## src/logic/netcfg_defines.svh

```systemverilog
`ifndef NETCFG_DEFINES_SVH
`define NETCFG_DEFINES_SVH

// Register byte offsets on the Wishbone bus (word aligned).
`define OFS_COMM_CYCLE_SELECT       8'h00
`define OFS_COMMAND_UPDATE_RATIO    8'h04
`define OFS_NETWORK_EXT_FUNCTION    8'h08
`define OFS_STATUS                  8'h0C
`define OFS_MODE_SUPPORT            8'h10
`define OFS_LOAD_CONTROL            8'h14

// Reset values of the writable settings.
`define RST_COMM_CYCLE_SELECT       16'h0003
`define RST_COMMAND_UPDATE_RATIO    16'h0001
`define RST_NETWORK_EXT_FUNCTION    16'h0000

// Communication cycle codes.
`define CYC_CODE_83US               16'h0000
`define CYC_CODE_166US              16'h0001
`define CYC_CODE_500US              16'h0003
`define CYC_CODE_1000US             16'h0006

// Cycle lengths in microseconds times ten (0.0833 ms is 833 tenths).
`define CYC_TENTH_US_83             16'h0341
`define CYC_TENTH_US_166            16'h0682
`define CYC_TENTH_US_500            16'h1388
`define CYC_TENTH_US_1000           16'h2710

// Field positions of the extended network function setting.
`define EXT_BIT_DATA_SIZE           0
`define EXT_BIT_FULL_SYNC           1

// Status register field positions.
`define STAT_BIT_COMBO_ERR          0
`define STAT_BIT_PULSE_REGEN_EN     1
`define STAT_BIT_DATA32             2
`define STAT_BIT_FULL_SYNC          3
`define STAT_BIT_EVALUATED          4

// Mode support field positions.
`define MODE_BIT_PROFILE_POS        0
`define MODE_BIT_CYCLIC_POS         1
`define MODE_BIT_CYCLIC_VEL         2
`define MODE_BIT_CYCLIC_TRQ         3

// Alarm code of the combination error, main 93 sub 5.
`define COMBO_ERR_ALARM_MAIN        8'h5D
`define COMBO_ERR_ALARM_SUB         8'h05
`define COMBO_ERR_PROTECTION_NUM    8'h04

`endif

```

## src/logic/netcfg_pkg.sv

```systemverilog
package netcfg_pkg;

   // Check sequencer states.
   typedef enum logic [1:0] {
      st_wait_load,
      st_evaluate,
      st_hold
   } check_state_type;

   // Control modes selected by the controller's command code.
   typedef enum logic [1:0] {
      mode_profile_position,
      mode_cyclic_position,
      mode_cyclic_velocity,
      mode_cyclic_torque
   } control_mode_type;

endpackage

```

## src/logic/combo_decode.sv

```systemverilog
`timescale 1ns/1ps
`include "netcfg_defines.svh"

// Pure decoder from the latched settings to cycle lengths and allowed modes.
module combo_decode (
   // Settings
   input  wire logic [15:0] cycle_code,
   input  wire logic [15:0] ratio,
   input  wire logic        data32,
   // Results
   output logic      [15:0] comm_period,
   output logic      [16:0] update_period,
   output logic      [3:0]  mode_allowed,
   output logic             combo_bad,
   output logic             pulse_regen_en
);

   wire cyc_83   = (cycle_code == `CYC_CODE_83US);
   wire cyc_166  = (cycle_code == `CYC_CODE_166US);
   wire cyc_500  = (cycle_code == `CYC_CODE_500US);
   wire cyc_1000 = (cycle_code == `CYC_CODE_1000US);
   wire cyc_ok   = cyc_83 | cyc_166 | cyc_500 | cyc_1000;
   wire ratio_1  = (ratio == 16'h0001);
   wire ratio_2  = (ratio == 16'h0002);

   // Cycle decode; reserved codes read as zero period. R1
   assign comm_period = cyc_83  ? `CYC_TENTH_US_83  :
                        cyc_166 ? `CYC_TENTH_US_166 :
                        cyc_500 ? `CYC_TENTH_US_500 :
                        cyc_1000 ? `CYC_TENTH_US_1000 : 16'h0000;

   // Update period is cycle times ratio. R3
   assign update_period = ratio_2 ? {comm_period, 1'b0} : {1'b0, comm_period};

   // Ratio 2 is legal only on the 0.0833 ms and 0.5 ms cycles. R4
   wire ratio_ok = ratio_1 | (ratio_2 & (cyc_83 | cyc_500));

   // The two fast cycles must land on a 0.1666 ms update period. R9
   wire fast_ok  = (cyc_83 & ratio_2) | (cyc_166 & ratio_1);

   // Which modes the table allows for this combination. R9 R10 R11
   wire fast_row = (cyc_83 | cyc_166) & ~data32 & fast_ok;
   wire slow_row = cyc_500 | cyc_1000;
   wire legal    = cyc_ok & ratio_ok & (fast_row | slow_row);
   assign mode_allowed[`MODE_BIT_PROFILE_POS] = legal & slow_row;
   assign mode_allowed[`MODE_BIT_CYCLIC_POS]  = legal;
   assign mode_allowed[`MODE_BIT_CYCLIC_VEL]  = legal;
   assign mode_allowed[`MODE_BIT_CYCLIC_TRQ]  = legal;

   // Anything outside the table is a parameter error. R12
   assign combo_bad = ~legal;

   // Pulse regeneration is off on the fastest cycle. R8
   assign pulse_regen_en = ~cyc_83;

endmodule

```

## src/logic/network_cycle_mode_check.sv

```systemverilog
// The register addresses and the Wishbone interface to the registers were decided locally.
`timescale 1ns/1ps
`include "netcfg_defines.svh"

// Summary of operation
// Cycle code 0,1,3,6 selects 0.0833, 0.1666, 0.5, 1.0 ms.
// Software programs only codes 0, 1, 3 or 6; others are reserved.
// Update period equals communication period times ratio 1 or 2.
// Ratio 2 only legal with 0.0833 ms or 0.5 ms cycles.
// Extended bit 0 selects 16-byte (0) or 32-byte (1) payload.
// Extended bit 1 selects semi-synchronous (0) or fully synchronous (1).
// Controller leaves bit 1 clear without the axis timing counter.
// Encoder pulse regeneration is disabled on the 0.0833 ms cycle.
// 16-byte fast cycles need 0.1666 ms update; no profile position.
// 0.5 ms and 1.0 ms cycles support all four modes.
// 32-byte mode supports no mode on the two fast cycles.
// Unsupported combination raises the parameter combination error 93.5.
// Controller uses identical cycle, ratio and extended settings.
// Controller picks cyclic modes by command code once configured.
// Cyclic position with longer update uses position change per update.
// Check is evaluated once at settings load and held until reset; here writing 1 to the load control register also re-runs it.

// ***************************************************************
// Network cycle and control mode configuration checker
// ***************************************************************
module network_cycle_mode_check #(
   parameter int ADDR_W = 8
) (
   // Clock and reset
   input  wire logic              clk,
   input  wire logic              rst,
   // Wishbone slave
   input  wire logic              cyc_i,
   input  wire logic              stb_i,
   input  wire logic              we_i,
   input  wire logic [ADDR_W-1:0] adr_i,
   input  wire logic [3:0]        sel_i,
   input  wire logic [31:0]       dat_i,
   output logic      [31:0]       dat_o,
   output logic                   ack_o,
   output logic                   err_o,
   // Network cycle events
   input  wire logic              cycle_tick,
   input  wire logic              mode_req_valid,
   input  wire netcfg_pkg::control_mode_type mode_req,
   // Status outputs
   output logic                   param_combo_error,
   output logic                   pulse_regen_enable,
   output logic                   data_size_32,
   output logic                   full_sync_mode,
   output logic                   update_tick,
   output logic                   mode_accept,
   output logic                   mode_reject,
   output logic      [1:0]        active_mode
);

   // ***************************************************************
   // Elaboration check
   // ***************************************************************
   // The decode slices address bits 7:2, so a narrower bus cannot be served.
   if (ADDR_W < 8 || ADDR_W > 32) begin
      $error("ADDR_W must lie between 8 and 32");
   end

   // ***************************************************************
   // Settings registers
   // ***************************************************************
   logic [15:0] comm_cycle_select_q;
   logic [15:0] command_update_ratio_q;
   logic [15:0] network_extended_function_q;
   // Reset-effective copies, used by the check and the network logic.
   logic [15:0] eff_cycle_q;
   logic [15:0] eff_ratio_q;
   logic [15:0] eff_ext_q;
   netcfg_pkg::check_state_type state_q;
   netcfg_pkg::check_state_type state_d;
   logic        combo_err_q;
   logic        evaluated_q;
   logic [3:0]  mode_allowed_q;
   logic        regen_q;
   logic [31:0] dat_q;
   logic        ack_q;
   logic        err_q;
   logic        accept_q;
   logic        reject_q;
   logic [1:0]  active_mode_q;

   // Bus decode: one cycle answer to a held strobe.
   wire         req       = cyc_i & stb_i & ~ack_q & ~err_q;
   wire [7:0]   ofs       = {adr_i[7:2], 2'b00};
   wire         hit_cyc   = (ofs == `OFS_COMM_CYCLE_SELECT);
   wire         hit_ratio = (ofs == `OFS_COMMAND_UPDATE_RATIO);
   wire         hit_ext   = (ofs == `OFS_NETWORK_EXT_FUNCTION);
   wire         hit_stat  = (ofs == `OFS_STATUS);
   wire         hit_mode  = (ofs == `OFS_MODE_SUPPORT);
   wire         hit_load  = (ofs == `OFS_LOAD_CONTROL);
   wire         upper_ok  = (ADDR_W <= 8) || (adr_i >> 8) == '0;
   wire         mapped    = upper_ok & (hit_cyc | hit_ratio | hit_ext | hit_stat | hit_mode | hit_load);
   wire         wr        = req & we_i & mapped;
   wire         wr_lo     = wr & sel_i[0];
   wire         wr_hi     = wr & sel_i[1];
   // Writing 1 to bit 0 of the load control register re-runs the load.
   wire         load_cmd  = wr_lo & hit_load & dat_i[0];

   // Byte-lane merge of a 16-bit setting.
   function automatic logic [15:0] merge(input logic [15:0] old, input logic lo, input logic hi,
                                         input logic [31:0] d);
      merge = {hi ? d[15:8] : old[15:8], lo ? d[7:0] : old[7:0]};
   endfunction

   // Software settings take effect only at the next load.
   always_ff @(posedge clk or posedge rst) begin
      if (rst) begin
         comm_cycle_select_q         <= `RST_COMM_CYCLE_SELECT;
         command_update_ratio_q      <= `RST_COMMAND_UPDATE_RATIO;
         network_extended_function_q <= `RST_NETWORK_EXT_FUNCTION;
      end else begin
         comm_cycle_select_q         <= merge(comm_cycle_select_q, wr_lo & hit_cyc, wr_hi & hit_cyc, dat_i);
         command_update_ratio_q      <= merge(command_update_ratio_q, wr_lo & hit_ratio, wr_hi & hit_ratio, dat_i);
         network_extended_function_q <= merge(network_extended_function_q, wr_lo & hit_ext, wr_hi & hit_ext, dat_i);
      end
   end

   // ***************************************************************
   // Combination check
   // ***************************************************************
   logic [3:0]  mode_allowed;
   logic        combo_bad;
   logic        regen_en;

   combo_decode u_decode (
      .cycle_code     (eff_cycle_q),
      .ratio          (eff_ratio_q),
      .data32         (eff_ext_q[`EXT_BIT_DATA_SIZE]),
      .comm_period    (),
      .update_period  (),
      .mode_allowed   (mode_allowed),
      .combo_bad      (combo_bad),
      .pulse_regen_en (regen_en)
   );

   // The check runs once after reset, then holds; an explicit load repeats it. R16
   always_comb begin
      state_d = state_q;
      unique case (state_q)
         netcfg_pkg::st_wait_load: state_d = netcfg_pkg::st_evaluate;
         netcfg_pkg::st_evaluate:  state_d = netcfg_pkg::st_hold;
         netcfg_pkg::st_hold:      state_d = load_cmd ? netcfg_pkg::st_wait_load : netcfg_pkg::st_hold;
      endcase
   end

   // Copy settings in the load state so bus writes cannot disturb a held result.
   always_ff @(posedge clk or posedge rst) begin
      if (rst) begin
         state_q     <= netcfg_pkg::st_wait_load;
         eff_cycle_q <= `RST_COMM_CYCLE_SELECT;
         eff_ratio_q <= `RST_COMMAND_UPDATE_RATIO;
         eff_ext_q   <= `RST_NETWORK_EXT_FUNCTION;
      end else begin
         state_q <= state_d;
         if (state_q == netcfg_pkg::st_wait_load) begin
            eff_cycle_q <= comm_cycle_select_q;
            eff_ratio_q <= command_update_ratio_q;
            eff_ext_q   <= network_extended_function_q;
         end
      end
   end

   // Results latch at evaluation and stand until the next load. R12 R16
   always_ff @(posedge clk or posedge rst) begin
      if (rst) begin
         combo_err_q    <= 1'b0;
         evaluated_q    <= 1'b0;
         mode_allowed_q <= 4'h0;
         regen_q        <= 1'b0;
      end else if (state_q == netcfg_pkg::st_evaluate) begin
         combo_err_q    <= combo_bad;
         evaluated_q    <= 1'b1;
         mode_allowed_q <= mode_allowed;
         regen_q        <= regen_en;
      end else if (state_q == netcfg_pkg::st_wait_load) begin
         evaluated_q <= 1'b0;
      end
   end

   // ***************************************************************
   // Update period timing and mode selection
   // ***************************************************************
   wire ratio2 = (eff_ratio_q == 16'h0002);

   // Update ticks only run on a good configuration. R15
   update_divider u_div (
      .clk         (clk),
      .rst         (rst),
      .ratio2      (ratio2),
      .cycle_tick  (cycle_tick & evaluated_q & ~combo_err_q),
      .update_tick (update_tick)
   );

   // A requested mode is taken only if the held check allows it. R14
   wire mode_ok = evaluated_q & ~combo_err_q & mode_allowed_q[mode_req];

   always_ff @(posedge clk or posedge rst) begin
      if (rst) begin
         accept_q      <= 1'b0;
         reject_q      <= 1'b0;
         active_mode_q <= 2'h0;
      end else begin
         accept_q <= mode_req_valid & mode_ok;
         reject_q <= mode_req_valid & ~mode_ok;
         if (mode_req_valid & mode_ok) begin
            active_mode_q <= mode_req;
         end
      end
   end

   // ***************************************************************
   // Bus read and answer
   // ***************************************************************
   wire [31:0] stat_word = {27'h0,
                            evaluated_q,
                            eff_ext_q[`EXT_BIT_FULL_SYNC],
                            eff_ext_q[`EXT_BIT_DATA_SIZE],
                            regen_q,
                            combo_err_q};
   wire [31:0] rd_word = hit_cyc   ? {16'h0, comm_cycle_select_q} :
                         hit_ratio ? {16'h0, command_update_ratio_q} :
                         hit_ext   ? {16'h0, network_extended_function_q} :
                         hit_stat  ? stat_word :
                         hit_mode  ? {28'h0, mode_allowed_q} : 32'h0;

   // Unmapped addresses answer with err instead of ack.
   always_ff @(posedge clk or posedge rst) begin
      if (rst) begin
         ack_q <= 1'b0;
         err_q <= 1'b0;
         dat_q <= 32'h0;
      end else begin
         ack_q <= req & mapped;
         err_q <= req & ~mapped;
         dat_q <= (req & mapped & ~we_i) ? rd_word : 32'h0;
      end
   end

   assign dat_o              = dat_q;
   assign ack_o              = ack_q;
   assign err_o              = err_q;
   assign param_combo_error  = combo_err_q;
   assign pulse_regen_enable = regen_q;
   // Full sync only meaningful when the controller uses the axis timing counter. R7
   assign data_size_32       = eff_ext_q[`EXT_BIT_DATA_SIZE];
   assign full_sync_mode     = eff_ext_q[`EXT_BIT_FULL_SYNC];
   assign mode_accept        = accept_q;
   assign mode_reject        = reject_q;
   assign active_mode        = active_mode_q;

endmodule

```

## src/logic/update_divider.sv

```systemverilog
`timescale 1ns/1ps
`include "netcfg_defines.svh"

// Counts communication cycles and marks update-period boundaries.
module update_divider (
   // Clock and reset
   input  wire logic clk,
   input  wire logic rst,
   // Control
   input  wire logic ratio2,
   input  wire logic cycle_tick,
   // Result
   output logic      update_tick
);

   logic phase_q;
   logic tick_q;

   // With ratio 2 every second cycle carries a fresh position. R15
   always_ff @(posedge clk or posedge rst) begin
      if (rst) begin
         phase_q <= 1'b0;
         tick_q  <= 1'b0;
      end else begin
         phase_q <= cycle_tick ? (ratio2 & ~phase_q) : phase_q;
         tick_q  <= cycle_tick & (~ratio2 | phase_q);
      end
   end

   assign update_tick = tick_q;

endmodule

```

## config.mk

```make
export PLATFORM = sky130hd
export DESIGN_NAME = network_cycle_mode_check
export DESIGN_NICKNAME = d
export VERILOG_FILES = /design/src/logic/netcfg_pkg.sv /design/src/logic/combo_decode.sv /design/src/logic/network_cycle_mode_check.sv /design/src/logic/update_divider.sv
export VERILOG_INCLUDE_DIRS = /design/src /design/src/logic
export SDC_FILE = /design/constraint.sdc
export NUM_CORES = 1
export LEC_CHECK = 0
export BUFFER_PORTS_ARGS = -buffer_cell sky130_fd_sc_hd__buf_2
export CORE_MARGIN = 3
export CORE_UTILIZATION = 59
export DETAILED_ROUTE_END_ITERATION = 10
export PLACE_DENSITY = 0.91
export SKIP_LAST_GASP = 1
export SYNTH_ARGS = -nofsm -noshare
export SYNTH_HDL_FRONTEND = slang
export SYNTH_SLANG_ARGS = --single-unit
```

## constraint.sdc

```tcl
create_clock -name clk -period 10.21 [get_ports clk]
set_clock_uncertainty 0.2 [all_clocks]
set_input_delay 1.5315 -clock clk [delete_from_list [all_inputs] [get_ports clk]]
set_output_delay 1.5315 -clock clk [all_outputs]
set_load 0.05 [all_outputs]
```

## Word level (Yosys, flattened, before mapping)

Index checks and enable logic that the tools add are counted.

| word-level totals | value |
|---|---|
| register bits after elaboration | 113 |
| output and inout bits | 43 |

| cells by class | value |
|---|---|
| reductions and logical operators | 4 |
| multiplexer cells | 12 |
| bitwise gates (word level) | 59 |
| $lt $le $gt $ge | 1 |
| eq/ne operators | 12 |

Operators by type and width:

| kind | number |
|---|---|
| $mux 16 | 4 |
| $and 1x1->1 | 34 |
| $eq 16x1->1 const B | 2 |
| $eq 16x2->1 const B | 2 |
| $eq 16x3->1 const B | 1 |
| $logic_not 16->1 | 1 |
| $or 1x1->1 | 14 |
| $eq 6x2->1 const B | 2 |
| $eq 6x3->1 const B | 2 |
| $not 1->1 | 11 |
| $logic_not 8->1 | 1 |
| $eq 6x1->1 const B | 1 |
| $pmux 2 s3 | 1 |
| $mux 5 | 1 |
| $mux 4 | 1 |
| $lt 2x3->1 const B | 1 |
| $mux 1 | 3 |
| $bmux 1 s2 | 1 |
| $eq 2x1->1 const B | 1 |
| $eq 2x2->1 const B | 1 |
| $logic_not 2->1 | 1 |
| $mux 2 | 1 |
| $reduce_bool 2->1 | 1 |

## Longest topological paths before layout

| logic depth | value |
|---|---|
| depth after elaboration | 12 |
| gate-level depth with buffers | 7 |
| depth with buffers taken out | 4 |

## Hierarchy

Synthesis repeated with hierarchy kept, for this count alone.

| unflattened totals | value |
|---|---|
| cells, all modules | 455 |
| area total of the unflattened synthesis | 5447.7 µm² |

By module, submodules not included:

| module | area each (µm²) | instances | cells each |
|---|---|---|---|
| network_cycle_mode_check | 4799.6 | 1 | 357 |
| combo_decode | 563.0 | 1 | 91 |
| update_divider | 85.1 | 1 | 7 |

## Least setup slack after synthesis

No wires, ideal clock.

| timing path | value |
|---|---|
| path type | input to register |
| from | in adr_i[5] |
| to | reg command_update_ratio_q[1] |
| slack | 6907 ps |
| arrival time | 2976 ps |
| path buffers | 1 |
| setup time | 128 ps |
| stages on the path | 5 |
| path through | or3_1 > buf_2 > nor4b_4 > nand2_4 > mux2_1 |

| between the ends | value |
|---|---|
| cells in the longest elaborated chain, start to end | 9 |
| elaborated cells on any way between the ends | 14 |
| classes of those cells | eq/ne: 5; bitwise: 8; reduce/logical: 1 |

Ends and longest elaborated chain:

| what | line | text |
|---|---|---|
| start: declaration | network_cycle_mode_check.sv:36 | `input wire logic [ADDR_W-1:0] adr_i,` |
| $eq 6x1->1 (no line) or $logic_not 8->1 (tied branches) | n/a |  |
| $or 1x1->1 (5 in a row) | network_cycle_mode_check.sv:98 | `wire mapped = upper_ok & (hit_cyc \| hit_ratio \| hit_ext \| hit_stat \| hit_mode \| hit_load);` |
| $and 1x1->1 | network_cycle_mode_check.sv:99 | `wire wr = req & we_i & mapped;` |
| $and 1x1->1 | network_cycle_mode_check.sv:100 | `wire wr_lo = wr & sel_i[0];` |
| $and 1x1->1 * | network_cycle_mode_check.sv:119 | `command_update_ratio_q <= merge(command_update_ratio_q, wr_lo & hit_ratio, wr_hi & hit_ratio, dat_i);` |
| end signal: assignment | network_cycle_mode_check.sv:115 | `` command_update_ratio_q <= `RST_COMMAND_UPDATE_RATIO; `` |
| end signal: assignment | network_cycle_mode_check.sv:119 |  |
| end: declaration | network_cycle_mode_check.sv:69 | `logic [15:0] command_update_ratio_q;` |

Every way passes the cells marked *; elsewhere a longest branch is shown, timed or not.
A chain may end at the register's enable or synchronous reset.

## Worst setup path after layout

| timing path | value |
|---|---|
| from | in adr_i[4] |
| to | reg network_extended_function_q[13] |

| between the ends | value |
|---|---|
| cells in the longest elaborated chain, start to end | 9 |
| elaborated cells on any way between the ends | 14 |
| classes of those cells | eq/ne: 5; bitwise: 8; reduce/logical: 1 |

Ends and longest elaborated chain:

| what | line | text |
|---|---|---|
| $eq 6x1->1 (no line) or $logic_not 8->1 (tied branches) | n/a |  |
| $or 1x1->1 (5 in a row) | network_cycle_mode_check.sv:98 |  |
| $and 1x1->1 | network_cycle_mode_check.sv:99 |  |
| $and 1x1->1 | network_cycle_mode_check.sv:101 | `wire wr_hi = wr & sel_i[1];` |
| $and 1x1->1 * | network_cycle_mode_check.sv:120 | `network_extended_function_q <= merge(network_extended_function_q, wr_lo & hit_ext, wr_hi & hit_ext, dat_i);` |
| end signal: assignment | network_cycle_mode_check.sv:116 | `` network_extended_function_q <= `RST_NETWORK_EXT_FUNCTION; `` |
| end signal: assignment | network_cycle_mode_check.sv:120 |  |
| end: declaration | network_cycle_mode_check.sv:70 | `logic [15:0] network_extended_function_q;` |

Marked as above.

==> summary by stage <==
Place
The number of placed cells counting well taps is about 520. Routability-driven placement finished with a final weighted congestion of 0.8641. The wire-length estimate of the detail-placed layout is 6772 um. Buffers placed on the I/O ports in this run total 59. The post-placement cell area is approximately 5200 um^2.

STA
The final-report max-slew violation count is 0. Headroom to the max-slew limit came out at 0.3952. The final setup violation count is 0. For the pin with the worst max-slew slack, the measured transition is 0.9072 ns. Timing would allow up to 0.3047 GHz.

Setup repair after global routing left no endpoint under its margin. The final clock period utilization by the worst path is 0.3214. The sum of negative setup slack is 0 ns. After layout, the minimum clock period comes to 3.282 ns. The number of hold-slack violations in the final timing report is 0. The tightest hold path in the finished design has a slack of 0.3070 ns.

Floorplan
The floorplan step set the die width to slightly below 100 um. After floorplanning, the core was sized to cover 7888 um^2. The initialized floorplan defines 32 standard-cell rows.

Pin placement for this block handled 96 I/O pins. The die is approximately 97 um tall. The starting density of the core is 0.6174. The floorplan step defined a die boundary enclosing 9380 um^2.

Final layout
The multi-input combinational cells in the finished layout cover a total of around 1900 um^2. Counting the fill cells in the layout gives 504. After the last flow step, the layout net total stands at 490.

0 antenna diodes ended up in the layout. The finished layout cell area is 5801 um^2. Compared with the post-synthesis result, the final layout area differs by 19.12%. In the final layout, the share of cells above drive strength 1 is 0.4279. The post-layout instance count excluding filler cells is 546. Summing all flip-flop and latch instances after layout gives around 2800 um^2.

GRT
For this run the aggregate overflow at the end of global routing stands at 0. The number of global-route vias before repair is roughly 3,300. The number of antenna violations at the first check in global routing was 0. Across every metal layer, demand over resource in global routing totals 0.2409.

Entering global routing, the biggest net connects 62 pins. The first-pass GRT wire length is 17,490 um.

Yosys
The share of flip-flops with an asynchronous set or reset after synthesis is 1.000. Of the post-synthesis cell area, the dominant cell type holds 0.5498. The number of warnings issued by yosys is 0. The share of the Yosys chip area taken by registers is 0.5822. Sorting the synthesized cells by area gives the leading types as sky130_fd_sc_hd__dfrtp_1 (55%), sky130_fd_sc_hd__mux2_2 (19%), sky130_fd_sc_hd__dfstp_2 (3.2%). The most common flop cell mapped by yosys is sky130_fd_sc_hd__dfrtp_1. In this run the mean area of a mapped cell was roughly 13 um^2.

By area, the combinational part of the netlist is dominated by multiplexers. The fraction of the mapped netlist area in compound gates is 0.06552. The cell taking the most area after synthesis is sky130_fd_sc_hd__dfrtp_1. The most common cell in the synthesized netlist is sky130_fd_sc_hd__dfrtp_1. The xor and xnor fraction of the mapped netlist area is 0.003597. After synthesis, the most frequently instantiated cells are sky130_fd_sc_hd__dfrtp_1 (107), sky130_fd_sc_hd__mux2_2 (81), sky130_fd_sc_hd__nand2_1 (20). The summed instance area of the synthesized netlist is 4870 um^2. The number of flops mapped to enable cells by yosys is 0. The portion of netlist area occupied by mux cells is 0.2048. The adder and majority gate portion of the synthesized area is 0.007708. The unique cell type count in the Yosys netlist is 48. The simple-gate share of the synthesized area is 0.08967.

The number of cells produced by synthesis is between 300 and 400. The synthesized design contains 113 register bits.

Hold path
The startpoint identified for the worst hold timing path is network_extended_function_q[11]$_DFFE_PP0P_. The path category of the worst min-delay check is reg -> reg. The end of the worst hold path is network_extended_function_q[11]$_DFFE_PP0P_. The worst hold path stage count is 1.

Power and ir drop
The switching share of power is 0.2422. The overall power after layout is 1.201 mW. The share of total power dissipated in combinational logic is 0.115.

The static leakage is about 3.0 nW. The clock group share of total power is 0.495. Internal power comes to 910.2 uW. The peak supply drop is 0.1548 mV.

For this design the total switching power over the nets is around 290 uW. The total power divided by cell area is 207.1 nW/um^2. The portion of total power attributed to sequential cells is 0.389.

Route
The routed layout has 3,197 vias. After the first detailed-routing iteration, the DRC count stood at about 150. The average via count per standard cell is 5.855.

The number of detailed-routing iterations run before antenna repair is 4. Once detail routing completed, the nets flagged for antenna violations numbered 0. The aggregate routed wire length is 10,620 um. The DRC violations left is 0. The routed wire length per instance is 19.46 um.

Outcome
The flow ran to the end, and the final reports show no timing, DRC or antenna violations.

CTS
The root buffer cell chosen for the clock tree is sky130_fd_sc_hd__clkbuf_8. The hold buffer count at cts is 0. The buffer depth of the longest clock path is 2. Clock-pin slew was measured on the worst setup and hold paths at 0.05 ns.

The clock latency on the worst-skew pair is 0.52 ns. CTS built an H-tree with a depth of 4. TritonCTS created 17 clock buffers. The number of gates given a new drive strength after cts is 0. TritonCTS built the clock tree. Counting every sink on the clock net gives 113. Buffers added to address setup during post-CTS repair amount to 0.

Worst setup path
The worst reg2reg path depth is 4. STA classifies the critical path endpoint as a flop. The worst register-to-register path begins at ack_o$_DFF_PP0_. The worst register-to-register path ends at network_extended_function_q[13]$_DFFE_PP0P_. The sort of element at the start of the critical path is an input pin. The highest fanout seen on the critical path is 11.

The required time at the worst-slack endpoint is 10.41 ns. In this run the register-to-register setup slack is 7.72 ns. The type of the worst setup path is in -> reg. Data arrives at the worst endpoint at between 3 and 4 ns.

Job
The tool flagged a number of max-cap violations equal to 0.
## metrics by stage
stage	worst slack [ns]	utilization
4_1_cts	6.986	0.7354
3_3_place_gp	6.578	0.6593
2_1_floorplan	5.501	-
3_5_place_dp	6.480	0.6593
5_1_grt	6.793	0.7354
6_report	6.928	0.7354
## worst max-delay path, stage by stage
cell and delay, ns:
sky130_fd_sc_hd__buf_2 0.19, sky130_fd_sc_hd__a2111oi_2 0.53, sky130_fd_sc_hd__and4_1 0.44, sky130_fd_sc_hd__nand2_1 0.38, sky130_fd_sc_hd__mux2_2 0.40
## cells by family (layout without fill, tap and decap cells)
family          count (synthesis)  count (layout)
flops                         113             113
mux                            89              89
simple gates                   71              71
compound gates                 48              48
buf+inv                        41             102
fa+ha+maj                       3               3
xor+xnor                        2               2
other cells                     1              16
## area by class of cell
class | instances | area share
Clock inverter | 5 | 0.01726
Timing Repair Buffer | 64 | 0.05738
Multi-Input combinational cell | 229 | 0.3220
Tap cell | 102 | 0.02200
Inverter | 9 | 0.006255
Clock buffer | 24 | 0.08628
Sequential cell | 113 | 0.4888
## layout by cell type, fill, tap and decap left out, types with 8 or more instances in the layout
cell type                   count
sky130_fd_sc_hd__inv_1          8
sky130_fd_sc_hd__clkbuf_16     16
sky130_fd_sc_hd__nand2_1       20
sky130_fd_sc_hd__dfrtp_1      107
sky130_fd_sc_hd__a21oi_1       17
sky130_fd_sc_hd__mux2_2        81
sky130_fd_sc_hd__buf_2         59
sky130_fd_sc_hd__nor2_1         8
sky130_fd_sc_hd__a22oi_1       11
sky130_fd_sc_hd__conb_1        16
## registers in the layout, summed over array words and instances, names as in the netlist, 2 cells and up
register / count
network_extended_function_q: 16
eff_ratio_q: 16
dat_o: 16
mode_allowed_q: 2
state_q: 2
active_mode: 2
eff_ext_q: 2
eff_cycle_q: 16
command_update_ratio_q: 16
comm_cycle_select_q: 16
## power groups by stage
stage / clock (mW) / sequential (mW) / combinational, mW
final: 0.595 / 0.468 / 0.139
after CTS: 0.599 / 0.468 / 0.138
after global placement: 0 / 0.474 / 0.133
after floorplan: 0 / 0.480 / 0.102
after global routing: 0.621 / 0.469 / 0.149
after detailed placement: 0 / 0.475 / 0.136
## metal layers
| layer | wire length [um] | vias up | GRT usage |
|---|---|---|---|
| met1 | 4415 | 1646 | 0.2917 |
| li1 | - | 1426 | - |
| met2 | 5398 | 106 | 0.4082 |
| met5 | 0 | - | 0 |
| met3 | 626 | 19 | 0.06345 |
| met4 | 183 | 0 | 0.1015 |
## worst max-delay path by stage
stage | depth (start not counted) | slack [ns] | to | startpoint
floorplan | 1 | 5.50 | ack_o$_DFF_PP0_ | rst
global route | 5 | 6.79 | network_extended_function_q[13]$_DFFE_PP0P_ | adr_i[4]
finish | 5 | 6.93 | network_extended_function_q[13]$_DFFE_PP0P_ | adr_i[4]
global placement | 5 | 6.58 | network_extended_function_q[12]$_DFFE_PP0P_ | adr_i[4]
detailed placement | 5 | 6.48 | network_extended_function_q[12]$_DFFE_PP0P_ | adr_i[4]
CTS | 5 | 6.99 | network_extended_function_q[13]$_DFFE_PP0P_ | adr_i[4]
Power figures use the tool's default switching activity.
